## src/rtl/cdd_consts.svh

```systemverilog
/*
  Constants of the clock distribution block: register offsets, field positions,
  reset values and timing counts. Assumes inclusion by bare name from rtl/.
*/
`ifndef CDD_CONSTS_SVH
`define CDD_CONSTS_SVH

// ****************************************************************
// widths
// ****************************************************************
`define CDD_DIVW          16
`define CDD_SELW          3
`define CDD_NSRC          6
`define CDD_NDIG          8
`define CDD_NANA          4
`define CDD_CFGW          24
`define CDD_SKEWW         3
`define CDD_SKEW_TAPS     8
`define CDD_NIRQ          2

// ****************************************************************
// register byte offsets
// ****************************************************************
`define CDD_OFS_BUS_DIV   8'h00
`define CDD_OFS_CPU_DIV   8'h04
`define CDD_OFS_USB_CTRL  8'h08
`define CDD_OFS_IRQ_STAT  8'h0c
`define CDD_OFS_IRQ_CLR   8'h10
`define CDD_OFS_IRQ_EN    8'h14
`define CDD_OFS_CLK_STAT  8'h18
`define CDD_OFS_DIG_BASE  8'h20
`define CDD_OFS_ANA_BASE  8'h40
`define CDD_OFS_ANA_END   8'h50

// ****************************************************************
// divider config word fields
// ****************************************************************
`define CDD_F_DIV_LSB     0
`define CDD_F_SEL_LSB     16
`define CDD_F_CHAIN       19
`define CDD_F_EN          20
`define CDD_F_SKEW_LSB    21

// ****************************************************************
// usb control fields
// ****************************************************************
`define CDD_F_USB_DIRECT  0
`define CDD_F_USB_SRC_LSB 1
`define CDD_F_USB_ACT     8

// ****************************************************************
// interrupt bits
// ****************************************************************
`define CDD_IRQ_SECOND    0
`define CDD_IRQ_LOADED    1

// ****************************************************************
// reset values, minimum ratio and source indices
// ****************************************************************
`define CDD_BUS_DIV_RST   16'h0002
`define CDD_CPU_DIV_RST   16'h0002
`define CDD_CFG_RST       24'h000000
`define CDD_USB_RST       3'h0
`define CDD_MIN_DIV       16'h0002
`define CDD_SRC_MASTER    3'h6
`define CDD_SRC_WATCH     2

// ****************************************************************
// timing: watch crystal 32768 Hz, one second of its edges
// ****************************************************************
`define CDD_WATCH_HZ      32768
`define CDD_SEC_SECONDS   1
`define CDD_SEC_EDGES     (`CDD_WATCH_HZ * `CDD_SEC_SECONDS)

`endif

```

## src/rtl/cdd_pkg.sv

```systemverilog
/*
  Types of the clock distribution block: state records of top and divider.
  Assumes cdd_consts.svh sits beside it.
*/
`include "cdd_consts.svh"
`default_nettype none

package cdd_pkg;

  typedef logic [`CDD_DIVW-1:0] cdd_div_t;
  typedef logic [`CDD_CFGW-1:0] cdd_cfg_t;

  typedef struct packed {
    cdd_div_t                cnt;
    cdd_div_t                div_act;
    logic [`CDD_SELW-1:0]    sel_act;
    logic                    out;
    logic                    loaded;
  } cdd_divider_state_t;

  typedef struct packed {
    cdd_cfg_t [`CDD_NDIG-1:0]                      dig_cfg;
    cdd_cfg_t [`CDD_NANA-1:0]                      ana_cfg;
    cdd_div_t                                      bus_div;
    cdd_div_t                                      cpu_div;
    logic [2:0]                                    usb_ctrl;
    logic [`CDD_NIRQ-1:0]                          irq_stat;
    logic [`CDD_NIRQ-1:0]                          irq_en;
    logic [`CDD_NSRC-1:0]                          src_prev;
    logic [`CDD_NDIG-1:0]                          dsi_prev;
    logic [`CDD_NDIG-1:0]                          dig_prev;
    logic                                          bus_prev;
    logic [`CDD_NANA-1:0][`CDD_SKEW_TAPS-1:0]      skew_line;
    logic [`CDD_NANA-1:0]                          ana_out;
    logic [15:0]                                   sec_cnt;
    logic                                          sec_tick;
    logic                                          usb_s1;
    logic                                          usb_s2;
    logic                                          pready;
    logic                                          pslverr;
    logic [31:0]                                   prdata;
    logic                                          irq;
  } cdd_top_state_t;

endpackage

`default_nettype wire
```

## src/rtl/cdd_clock_dist.sv

```systemverilog
/*
  Central clock distribution: bus and cpu dividers, eight digital and four
  analog dividers, usb clock steering, one-second watch tick, APB registers.
  Assumes all clock sources and interconnect clocks are sampled levels
  synchronous to CLK, the master clock; USB_ACTIVE comes from the usb domain.
*/
// Functional notes
// (RULE1) each divider picks input through eight-way mux
// (RULE2) 16-bit counter, ratio two up, half duty
// (RULE3) outputs resynchronised to master, no runt pulses
// (RULE4) digital outputs chain back as divider inputs
// (RULE5) bus clock divided from master clock
// (RULE6) cpu divider clocked from bus clock
// (RULE7) eight digital dividers, any of seven sources
// (RULE8) four analog dividers with adjustable skew
// (RULE9) eight extra interconnect clocks, one per divider
// (RULE10) master clock is the reference for synchronising
// (RULE11) usb 48 MHz direct or doubled 24 MHz
// (RULE12) usb status crosses into bus domain safely
// (RULE13) watch clock gives one-second tick interrupt
// (RULE14) divider settings change only at period end
`include "cdd_consts.svh"
`default_nettype none

module cdd_clock_dist #(
  parameter int SEC_EDGES = `CDD_SEC_EDGES
) (
  input  wire logic                        CLK,
  input  wire logic                        RESETN,
  input  wire logic                        CE,
  input  wire logic                        PSEL,
  input  wire logic                        PENABLE,
  input  wire logic                        PWRITE,
  input  wire logic [7:0]                  PADDR,
  input  wire logic [31:0]                 PWDATA,
  output var  logic [31:0]                 PRDATA,
  output var  logic                        PREADY,
  output var  logic                        PSLVERR,
  input  wire logic [`CDD_NSRC-1:0]        CLK_SRC,
  input  wire logic [`CDD_NDIG-1:0]        DSI_CLK,
  input  wire logic                        USB_ACTIVE,
  output var  logic                        BUS_CLK,
  output var  logic                        CPU_CLK,
  output var  logic [`CDD_NDIG-1:0]        DIG_CLK,
  output var  logic [`CDD_NANA-1:0]        ANA_CLK,
  output var  logic                        USB_DIRECT,
  output var  logic [1:0]                  USB_DBL_SRC,
  output var  logic                        SEC_TICK,
  output var  logic                        IRQ
);
  import cdd_pkg::*;

  // ****************************************************************
  // state and nets
  // ****************************************************************
  cdd_top_state_t            s;
  cdd_top_state_t            next_s;
  logic [`CDD_NSRC-1:0]      src_edge;
  logic [`CDD_NDIG-1:0]      dsi_edge;
  logic [`CDD_NDIG-1:0]      dig_out;
  logic [`CDD_NDIG-1:0]      dig_edge;
  logic [`CDD_NDIG-1:0]      dig_loaded;
  logic [`CDD_NANA-1:0]      ana_raw;
  logic [`CDD_NANA-1:0]      ana_loaded;
  logic                      bus_out;
  logic                      bus_edge;
  logic                      bus_loaded;
  logic                      cpu_out;
  logic                      cpu_loaded;
  logic                      access;
  logic                      wr;
  logic                      mapped;
  logic [31:0]               rdata;
  logic [`CDD_NIRQ-1:0]      irq_set;
  logic [`CDD_NIRQ-1:0]      irq_clr;
  logic [2:0]                idx;

  // ****************************************************************
  // edge pulses on the master clock
  // ****************************************************************
  // every source is seen through the master clock, so all trees share it
  assign src_edge = CLK_SRC & ~s.src_prev;  // RULE10
  assign dsi_edge = DSI_CLK & ~s.dsi_prev;
  assign dig_edge = dig_out & ~s.dig_prev;
  assign bus_edge = bus_out & ~s.bus_prev;

  // ****************************************************************
  // bus and cpu dividers
  // ****************************************************************
  // master index always has an edge: the bus divider counts master cycles
  cdd_divider u_bus (
    .clk      (CLK),
    .resetn   (RESETN),
    .ce       (CE),
    .src_edge (8'hff),  // RULE5
    .sel      (`CDD_SRC_MASTER),
    .div      (s.bus_div),
    .en       (1'b1),
    .clk_out  (bus_out),
    .loaded   (bus_loaded)
  );

  cdd_divider u_cpu (
    .clk      (CLK),
    .resetn   (RESETN),
    .ce       (CE),
    .src_edge ({8{bus_edge}}),  // RULE6
    .sel      (`CDD_SRC_MASTER),
    .div      (s.cpu_div),
    .en       (1'b1),
    .clk_out  (cpu_out),
    .loaded   (cpu_loaded)
  );

  // ****************************************************************
  // digital dividers
  // ****************************************************************
  // input 7 is the divider's own interconnect clock, or the previous
  // divider's output when chaining is set
  for (genvar i = 0; i < `CDD_NDIG; i++) begin : g_dig
    logic [7:0] edges;
    logic       chain_edge;
    assign chain_edge = dig_edge[(i + `CDD_NDIG - 1) % `CDD_NDIG];
    assign edges = {s.dig_cfg[i][`CDD_F_CHAIN] ? chain_edge  // RULE4
                                               : dsi_edge[i],  // RULE9
                    1'b1, src_edge};  // RULE7
    cdd_divider u_div (
      .clk      (CLK),
      .resetn   (RESETN),
      .ce       (CE),
      .src_edge (edges),
      .sel      (s.dig_cfg[i][`CDD_F_SEL_LSB +: `CDD_SELW]),
      .div      (s.dig_cfg[i][`CDD_F_DIV_LSB +: `CDD_DIVW]),
      .en       (s.dig_cfg[i][`CDD_F_EN]),
      .clk_out  (dig_out[i]),
      .loaded   (dig_loaded[i])
    );
  end

  // ****************************************************************
  // analog dividers
  // ****************************************************************
  // input 7 takes the digital tree of the same number
  for (genvar j = 0; j < `CDD_NANA; j++) begin : g_ana
    cdd_divider u_div (
      .clk      (CLK),
      .resetn   (RESETN),
      .ce       (CE),
      .src_edge ({dig_edge[j], 1'b1, src_edge}),
      .sel      (s.ana_cfg[j][`CDD_F_SEL_LSB +: `CDD_SELW]),
      .div      (s.ana_cfg[j][`CDD_F_DIV_LSB +: `CDD_DIVW]),
      .en       (s.ana_cfg[j][`CDD_F_EN]),
      .clk_out  (ana_raw[j]),
      .loaded   (ana_loaded[j])
    );
  end

  // ****************************************************************
  // register read mux
  // ****************************************************************
  function automatic logic [31:0] read_word(input cdd_top_state_t st,
                                            input logic [7:0] a);
    logic [31:0] w;
    w = 32'h00000000;
    if (a >= `CDD_OFS_DIG_BASE && a < `CDD_OFS_ANA_BASE) begin
      w = {8'h00, st.dig_cfg[a[4:2]]};
    end else if (a >= `CDD_OFS_ANA_BASE && a < `CDD_OFS_ANA_END) begin
      w = {8'h00, st.ana_cfg[a[3:2]]};
    end else begin
      case (a)
        `CDD_OFS_BUS_DIV:  w = {16'h0000, st.bus_div};
        `CDD_OFS_CPU_DIV:  w = {16'h0000, st.cpu_div};
        `CDD_OFS_USB_CTRL: w = {23'h000000, st.usb_s2, 5'h00, st.usb_ctrl};
        `CDD_OFS_IRQ_STAT: w = {30'h00000000, st.irq_stat};
        `CDD_OFS_IRQ_EN:   w = {30'h00000000, st.irq_en};
        default:           w = 32'h00000000;
      endcase
    end
    return w;
  endfunction

  always_comb begin
    mapped = (PADDR[1:0] == 2'b00) &&
             ((PADDR < `CDD_OFS_ANA_END && PADDR >= `CDD_OFS_DIG_BASE) ||
              PADDR <= `CDD_OFS_CLK_STAT);
    if (PADDR == `CDD_OFS_CLK_STAT) begin
      // live view of every generated clock
      rdata = {14'h0000, s.ana_out, dig_out, 4'h0, cpu_out, bus_out};
    end else if (PADDR == `CDD_OFS_IRQ_CLR) begin
      rdata = 32'h00000000;
    end else begin
      rdata = read_word(s, PADDR);
    end
  end

  // ****************************************************************
  // next state
  // ****************************************************************
  always_comb begin
    next_s = s;
    idx = PADDR[4:2];
    access = PSEL && PENABLE;
    wr = access && s.pready && PWRITE && mapped;
    irq_clr = '0;

    // apb: one wait state, answer registered
    next_s.pready = access && !s.pready;
    next_s.pslverr = access && !s.pready && !mapped;
    next_s.prdata = (access && !s.pready && !PWRITE && mapped) ? rdata : 32'h00000000;

    if (wr) begin
      if (PADDR >= `CDD_OFS_DIG_BASE && PADDR < `CDD_OFS_ANA_BASE) begin
        next_s.dig_cfg[idx] = PWDATA[`CDD_CFGW-1:0];
      end else if (PADDR >= `CDD_OFS_ANA_BASE && PADDR < `CDD_OFS_ANA_END) begin
        next_s.ana_cfg[idx[1:0]] = PWDATA[`CDD_CFGW-1:0];
      end else begin
        case (PADDR)
          `CDD_OFS_BUS_DIV:  next_s.bus_div = PWDATA[`CDD_DIVW-1:0];
          `CDD_OFS_CPU_DIV:  next_s.cpu_div = PWDATA[`CDD_DIVW-1:0];
          `CDD_OFS_USB_CTRL: next_s.usb_ctrl = PWDATA[2:0];
          `CDD_OFS_IRQ_CLR:  irq_clr = PWDATA[`CDD_NIRQ-1:0];
          `CDD_OFS_IRQ_EN:   next_s.irq_en = PWDATA[`CDD_NIRQ-1:0];
          default:           next_s.irq_en = s.irq_en;
        endcase
      end
    end

    // edge history
    next_s.src_prev = CLK_SRC;
    next_s.dsi_prev = DSI_CLK;
    next_s.dig_prev = dig_out;
    next_s.bus_prev = bus_out;

    // analog skew: delay line on master cycles, tap chosen per divider
    for (int k = 0; k < `CDD_NANA; k++) begin
      next_s.skew_line[k] = {s.skew_line[k][`CDD_SKEW_TAPS-2:0], ana_raw[k]};  // RULE8
      next_s.ana_out[k] = s.skew_line[k][s.ana_cfg[k][`CDD_F_SKEW_LSB +: `CDD_SKEWW]];
    end

    // one-second tick counted on watch crystal edges
    next_s.sec_tick = 1'b0;
    if (src_edge[`CDD_SRC_WATCH]) begin  // RULE13
      if (s.sec_cnt >= 16'(SEC_EDGES - 1)) begin
        next_s.sec_cnt = 16'h0000;
        next_s.sec_tick = 1'b1;
      end else begin
        next_s.sec_cnt = s.sec_cnt + 16'h0001;
      end
    end

    // usb activity: two-flop crossing from the usb domain
    next_s.usb_s1 = USB_ACTIVE;  // RULE12
    next_s.usb_s2 = s.usb_s1;

    // sticky status: a set in the clear cycle survives
    irq_set = '0;
    irq_set[`CDD_IRQ_SECOND] = s.sec_tick;
    irq_set[`CDD_IRQ_LOADED] = |{dig_loaded, ana_loaded, bus_loaded, cpu_loaded};
    next_s.irq_stat = (s.irq_stat & ~irq_clr) | irq_set;
    next_s.irq = |(next_s.irq_stat & next_s.irq_en);
  end

  // ****************************************************************
  // state register
  // ****************************************************************
  always_ff @(posedge CLK) begin
    if (!RESETN) begin
      s <= '0;
      s.bus_div <= `CDD_BUS_DIV_RST;
      s.cpu_div <= `CDD_CPU_DIV_RST;
      s.usb_ctrl <= `CDD_USB_RST;
    end else if (CE) begin
      s <= next_s;
    end
  end

  // ****************************************************************
  // outputs
  // ****************************************************************
  assign PRDATA = s.prdata;
  assign PREADY = s.pready;
  assign PSLVERR = s.pslverr;
  assign BUS_CLK = bus_out;
  assign CPU_CLK = cpu_out;
  assign DIG_CLK = dig_out;
  assign ANA_CLK = s.ana_out;
  // the doubler itself is analog; this block only steers it
  assign USB_DIRECT = s.usb_ctrl[`CDD_F_USB_DIRECT];  // RULE11
  assign USB_DBL_SRC = s.usb_ctrl[`CDD_F_USB_SRC_LSB +: 2];
  assign SEC_TICK = s.sec_tick;
  assign IRQ = s.irq;

endmodule

`default_nettype wire

```

## src/rtl/cdd_divider.sv

```systemverilog
/*
  One clock divider: eight-way source select, 16-bit divide-by-N counter,
  output regenerated on the master clock. Assumes source edges arrive as
  one-cycle pulses already aligned to the master clock.
*/
`include "cdd_consts.svh"
`default_nettype none

module cdd_divider (
  input  wire logic                    clk,
  input  wire logic                    resetn,
  input  wire logic                    ce,
  input  wire logic [7:0]              src_edge,
  input  wire logic [`CDD_SELW-1:0]    sel,
  input  wire cdd_pkg::cdd_div_t       div,
  input  wire logic                    en,
  output var  logic                    clk_out,
  output var  logic                    loaded
);
  import cdd_pkg::*;

  cdd_divider_state_t s;
  cdd_divider_state_t next_s;
  cdd_div_t           eff;
  logic [16:0]        half;
  logic               changed;

  always_comb begin
    next_s = s;
    next_s.loaded = 1'b0;
    // ratios below two act as two
    eff = (s.div_act < `CDD_MIN_DIV) ? `CDD_MIN_DIV : s.div_act;  // RULE2
    half = ({1'b0, eff} + 17'h00001) >> 1;
    changed = (div != s.div_act) || (sel != s.sel_act);
    if (!en) begin
      next_s.cnt = '0;
      next_s.out = 1'b0;
      next_s.div_act = div;
      next_s.sel_act = sel;
    end else if (src_edge[s.sel_act]) begin  // RULE1
      if (s.cnt >= eff - `CDD_MIN_DIV + 16'h0001) begin
        next_s.cnt = '0;
        next_s.out = 1'b1;
        // new settings only at a period boundary
        if (changed) begin  // RULE14
          next_s.div_act = div;
          next_s.sel_act = sel;
          next_s.loaded = 1'b1;
        end
      end else begin
        next_s.cnt = s.cnt + 16'h0001;
        next_s.out = ({1'b0, s.cnt} + 17'h00001) < half;  // RULE2
      end
    end
  end

  // output only moves on a master edge, with a counted source edge or while disabled: no runts
  always_ff @(posedge clk) begin  // RULE3
    if (!resetn) begin
      s <= '0;
    end else if (ce) begin
      s <= next_s;
    end
  end

  assign clk_out = s.out;
  assign loaded = s.loaded;

endmodule

`default_nettype wire

```

## config.mk

```make
export PLATFORM = sky130hd
export DESIGN_NAME = cdd_clock_dist
export DESIGN_NICKNAME = d
export VERILOG_FILES = /design/src/rtl/cdd_pkg.sv /design/src/rtl/cdd_clock_dist.sv /design/src/rtl/cdd_divider.sv
export VERILOG_INCLUDE_DIRS = /design/src /design/src/rtl
export SDC_FILE = /design/constraint.sdc
export NUM_CORES = 2
export LEC_CHECK = 0
export ABC_AREA = 1
export BUFFER_PORTS_ARGS = -buffer_cell sky130_fd_sc_hd__buf_2
export CORE_AREA = 2 2 298 447
export DETAILED_ROUTE_END_ITERATION = 16
export DIE_AREA = 0 0 300 449
export PLACE_DENSITY_LB_ADDON = 0.25
export SYNTH_ARGS = -nofsm -noshare
export SYNTH_HDL_FRONTEND = slang
export SYNTH_SLANG_ARGS = --single-unit
export TNS_END_PERCENT = 20
```

## constraint.sdc

```tcl
create_clock -name CLK -period 4.3 [get_ports CLK]
set_input_delay 0.86 -clock CLK [delete_from_list [all_inputs] [get_ports CLK]]
set_output_delay 0.86 -clock CLK [all_outputs]
set_load 0.005 [all_outputs]
```

Word-level counts from Yosys, hierarchy flattened
Cells that the tools add are included.
Word-level totals
  flip-flop bits (word level): 954
  output and inout bits: 53
  input bits: 61
  word-level logic and storage cells: 602
Operators by class
  equality and inequality tests: 70
  order comparisons: 70
  reduce and logical (&&, ||, !) cells: 70
  multiplexer cells: 203
  $add $sub $neg: 71
  bitwise gates (word level): 14
Operators by type and width (number)
  16-bit by 1-bit adder with 17-bit output (second input constant): 28
  16-bit by 1-bit adder with 16-bit output (second input constant): 29
  16-bit 2-to-1 mux: 29
  19-bit 2-to-1 mux: 24
  37-bit 2-to-1 mux: 12
  36-bit 2-to-1 mux: 12
  17-bit by 16-bit less-than comparator with 1-bit output: 14
  16-bit >= comparator: 14
  16-bit by 2-bit less-than comparator with 1-bit output (second input constant): 14
  16-bit inequality test: 14
  16-bit by 2-bit subtractor with 16-bit output (second input constant): 14
  192-bit bitwise mux: 1
  24-bit 2-to-1 mux: 8
  96-bit bitwise mux: 1
  1-bit 2-to-1 mux: 84
  16-bit one-hot mux with 5 select lines: 1
  3-bit by 4-bit less-than comparator with 1-bit output (second input constant): 19
  24-bit binary-select mux with 3-bit select: 1
  24-bit demux with 3-bit select: 1
  2-bit by 1-bit inequality test with 1-bit output (second input constant): 36
  4-bit AND reduction: 15
  1-bit binary-select mux with 3-bit select: 16
  24-bit binary-select mux with 2-bit select: 1
  24-bit demux with 2-bit select: 1
  other kinds (35): 109

Logic depth before layout (Yosys ltp)
  depth after elaboration: 11
  mapped depth: 30
  mapped depth without buffers: 27

Cells and area by module
A second synthesis with hierarchy kept.
Unflattened totals
  cells, all modules: 10012
  area, all modules: 66715.2 um^2
Modules (own cells, without submodules)
  cdd_divider (g_ana[0].u_div ...): area each 3394.5 um^2, cells each 518, sequential area each 740.7 um^2, times used 11
  cdd_clock_dist: area each 18992.0 um^2, cells each 2667, sequential area each 8648.3 um^2, times used 1
  cdd_divider (g_dig[7].u_div): area each 3498.4 um^2, cells each 551, sequential area each 740.7 um^2, times used 1
  cdd_divider (g_dig[2].u_div): area each 3454.6 um^2, cells each 551, sequential area each 740.7 um^2, times used 1
  cdd_divider (u_bus): area each 3430.8 um^2, cells each 545, sequential area each 740.7 um^2, times used 1

Worst setup path after synthesis
Ideal clock, no wire load.
  kind: reg-to-reg
  start point: register g_dig[3].u_div.s[14] (netlist bit)
  end point: register g_dig[3].u_div.s[34] (netlist bit)
  setup slack: 0.616 ns
  cell stages (with the launch flop): 30
  setup time: 0.070 ns
  data required time: 4.230 ns
  clock period less this slack: 3.684 ns
  arrival: 3.613 ns
  buffers on the path: 3
  cells stage by stage: dfxtp_1 clkbuf_1 inv_1 nand4_1 nor2_1 nand4_1 inv_1 nor2_1 ha_1 nand2_1 nor2_1 nand3_1 nor2_1 nand3_1 nor3_1 nand2_1 nand2_1 o311ai_0 inv_1 ha_1 nand2_1 o21ai_0 nor2_1 nand3_1 inv_1 and2_1 clkbuf_1 buf_2 nand2_1 a21oi_1
On the way
  word-level cells in the longest chain between the ends: 8
Ends and longest elaborated chain
  from (decl): RTL line cdd_divider.sv:22  | cdd_divider_state_t s;
  from (signal assigned): RTL line cdd_divider.sv:62  | s <= next_s;
  16-bit by 2-bit less-than comparator with 1-bit output (no source line)
  16-bit 2-to-1 mux (*): RTL line cdd_divider.sv:32  | eff = (s.div_act < `CDD_MIN_DIV) ? `CDD_MIN_DIV : s.div_act;
  16-bit by 2-bit subtractor with 16-bit output (no source line) (*)
  16-bit by 1-bit adder with 16-bit output (*): RTL line cdd_divider.sv:41  | if (s.cnt >= eff - `CDD_MIN_DIV + 16'h0001) begin
  16-bit >= comparator (*): RTL line cdd_divider.sv:41
  16-bit 2-to-1 mux (*): RTL line cdd_divider.sv:41
  37-bit 2-to-1 mux (*): RTL line cdd_divider.sv:40  | end else if (src_edge[s.sel_act]) begin
  36-bit 2-to-1 mux (*): RTL line cdd_divider.sv:35  | if (!en) begin
Every way passes the cells marked *; elsewhere a longest branch is shown, timed or not. The select of a mux whose other input is x is not followed.
A chain may end at the register's enable or synchronous reset.

Worst setup path in the final report
  start point: register g_dig[3].u_div.s[9] (netlist bit)
  end point: register g_dig[3].u_div.s[16] (netlist bit)
On the way
  word-level cells in the longest chain between the ends: 7
  elaborated cells between the ends (all ways): 10
  classes of those cells: add/sub (2); order compare (2); eq/ne (3); mux (1); reduce/logical (2)
Ends and longest elaborated chain (RTL line)
  16-bit by 2-bit less-than comparator with 1-bit output (no source line)
  16-bit 2-to-1 mux: cdd_divider.sv:32
  16-bit by 2-bit subtractor with 16-bit output (no source line)
  16-bit by 1-bit adder with 16-bit output: cdd_divider.sv:41
  16-bit >= comparator: cdd_divider.sv:41
  2-bit by 1-bit inequality test with 1-bit output (no source line)
  4-bit AND reduction (no source line) (*)
Every way passes the cells marked *; elsewhere a longest branch is shown, timed or not.

==> results_dict.tcl <==
set metrics [dict create \
    status "complete, no violations" \
    tightestPinTransition_ns 0.997 \
    syn2layout_area_growth_pct 9.73 \
    pwr-share-clk_pct 34.1 \
    cts.sinks 946 \
    max-cap-violations 0 \
    slowest_stage "dfxtp_1" \
    p_total_mw 27.8 \
    dp_cells 11400 \
    layout_commonest_cell "nand2_1" \
    yosysWarnings 0 \
    io_buffer_count 97 \
    dp_hpwl_microns 167000 \
    rsz0062_at_grt "true" \
    async_flop_share_pct 0 \
    p_switching_mw 10.1 \
    grt_util_met3_pct 5.35 \
    grt_max_degree 153 \
    endpoint_kind "flop" \
    cts_hold_buf 0 \
    avgRoutedWirePerCell_microns 19.1 \
    route.detailed.drc 0 \
    grt_pass1_vias 60600 \
    die_w_microns 300 \
    via_count 63600 \
    initial_core_util_pct 49.5 \
    ys_types 57 \
    power.leakage_nw 31.4 \
    use_met2_pct 54.4 \
    powerDensity_nw_per_um2 391 \
    busiest_layer "met2" \
    clock.fmax_ghz 0.251 \
    finClkSkew_ns 0.0420 \
    p_int_mw 17.7 \
    swShare_pct 36.3 \
    antenna_found_initial 19 \
    timing.final.crit_share_pct 92.7 \
    yosys.area.top_type "dfxtp_1" \
    vias_per_cell 5.50 \
    dominantRegCellSynth "dfxtp_1" \
    htree_levels 3 \
    post-route-min-period_ns 3.99 \
    layout-drive-gt1-share_pct 6.78 \
    synth_seq_cells 946 \
    clockRootBuffer "clkbuf_16" \
    firstDrtPassIters 9 \
    drtIter0Drc 5292 \
    combPwrFrac_pct 32.3 \
    hold_viol_final 0 \
    clk_latency_ns 0.76 \
    syn_inst 9784 \
    synth_area_leaders "dfxtp_1 29%, nand2_1 12%, ha_1 9.2%, nor2_1 7.3%, xor2_1 6.5%" \
    holdCritPathClass "in2reg" \
    gp_congestion 0.989 \
    start_kind "flop" \
    clkTransAtPathRegs_ns 0.06 \
    use_met1_pct 35.8 \
    synth_top_area_share_pct 29.2 \
    final_net_count 10300 \
    required_ns 4.93 \
    slew_violations 0 \
    grt_pass1_wl_microns 337000 \
    std_cell_rows 163 \
    cts.path.max_buffers 3 \
    cpMostUsedCell "nand2_1" \
    setup_violations 0 \
    ios 114 \
    overflow 0 \
    grt_usage_pct 31.9 \
    crit_arrival_ns 4.61 \
    holdWs_ns 0.381 \
    ant_nets 0 \
    syn_area_sq_um 64900 \
    final_cell_mix "2,107 x nand2_1, 1,245 x nor2_1, 1,119 x inv_1" \
    synth.avg_cell_area_sq_um 6.63 \
    crit_type "reg2reg" \
    layout.cells.non_filler 11600 \
    cpPeakStageDelay_ns 0.37 \
    pwr-share-seq_pct 33.6 \
    synth-edff-count 0 \
    relSlewSlack_pct 33.5 \
    dieArea_sq_um 135000 \
    crit_fanout 38 \
    wl_microns 221000 \
    peakVddDrop_mv 0.584 \
    cts_tree "yes" \
    die_y_microns 449 \
    cts_made_buffers 100 \
    yosysSeqAreaShare_pct 29.2 \
    design.core.area_sq_um 131000 \
]
-- worst max-delay path, delay by kind of cell (launching register included) --
kind,cells,cell delay [ns]
adders and majority gates,2,0.43
buffers and inverters,6,0.69
DFF,1,0.37
and+or+nand+nor,19,2.19
AOI/OAI and AO/OA,2,0.15
-- worst paths after layout --
kind                  startpoint              endpoint  slack (ns)  depth (start not counted)
max          g_dig[3].u_div.s[9]  g_dig[3].u_div.s[16]        0.31                         29
max reg2reg  g_dig[3].u_div.s[9]  g_dig[3].u_div.s[16]        0.31                         29
min reg2reg               s[318]                s[318]        0.45                          2
min                   CLK_SRC[2]                s[109]        0.38                          3
-- timing repair --
action	4_1_cts	5_1_grt
endpoints found under the setup margin	6	360
setup buffers	0	5
resized for setup	2	66
pin swaps	0	14
-- synthesized netlist by cell type (9+ instances only) --
cell / number
nor4_1: 44
buf_4: 58
nor3_2: 12
o22ai_1: 60
buf_2: 111
buf_6: 23
nand2_1: 2108
a31oi_1: 14
dfxtp_1: 946
nor2_1: 1267
xnor2_1: 203
nand3_1: 465
nand3b_1: 13
o21ai_0: 525
clkbuf_1: 302
o2111ai_1: 22
buf_1: 11
nor3b_1: 10
o211ai_1: 75
a21oi_1: 820
inv_1: 1123
nor3_1: 190
ha_1: 477
nand4_1: 221
o21a_1: 29
o21ai_1: 11
a22oi_1: 55
xor2_1: 484
o21bai_1: 10
a211oi_1: 9
nand3_2: 10
-- per-stage QoR --
step | instance area [sq um] | setup WS [ns] | utilization, % | setup TNS [ns]
floorplan | 64900 | 0.616 | - | 0
finish | 71200 | 0.314 | 54.4 | 0
global placement | 67300 | 0.0542 | 51.4 | 0
detailed placement | 67300 | 0.0164 | 51.4 | 0
CTS | 70900 | 0.0323 | 54.1 | 0
global route | 71200 | -0.0560 | 54.4 | -0.646
-- layout make-up --
type	count	area (sq um)
sequential	946	18900
fill	13100	59800
multi-input combinational	7196	39500
tap	1732	2170
inverter	1136	4280
clock buffer	132	2800
timing repair buffer	376	2800
clock inverter	52	727
antenna	2	5.00
-- flip-flops by register name, indices dropped and copies added, names as in the netlist, 2 cells and up --
| register | flops |
|---|---|
| g_ana.u_div.clk_out | 4 |
| g_ana.u_div.loaded | 4 |
| u_bus.s | 33 |
| g_dig.u_div.loaded | 8 |
| g_dig.u_div.s | 280 |
| g_dig.u_div.clk_out | 8 |
| s | 368 |
| next_s | 29 |
| g_ana.u_div.s | 140 |
| u_cpu.s | 33 |
| PRDATA | 24 |
| ANA_CLK | 4 |
| USB_DBL_SRC | 2 |
-- layer usage --
metal  vias up  part of all wire [%]
met3       698                   6.7
met2      1985                    47
met4        26                   8.0
met5         -                 0.081
li1      31600                     -
met1     29300                    38
-- power groups by stage --
| stage | logic, mW | registers, mW | clock network (mW) |
|---|---|---|---|
| 6_report | 9.00 | 9.35 | 9.50 |
| 5_1_grt | 15.4 | 9.55 | 9.95 |
| 4_1_cts | 12.1 | 9.45 | 9.63 |
| 3_5_place_dp | 12.0 | 9.64 | 0 |
| 3_3_place_gp | 11.8 | 9.63 | 0 |
| 2_1_floorplan | 7.31 | 9.44 | 0 |
-- cell families after synthesis --
family                   Yosys count  synth area share, %
AO/OA/AOI/OAI                   1648                 13.8
XOR/XNOR                         687                 9.28
adder cells (fa/ha/maj)          477                 9.20
buffers and inverters           1649                 10.4
flip-flops                       946                 29.2
other                              1              0.00578
AND/OR/NAND/NOR                 4376                 28.2
No activity file was read; power rests on OpenSTA's default activity.
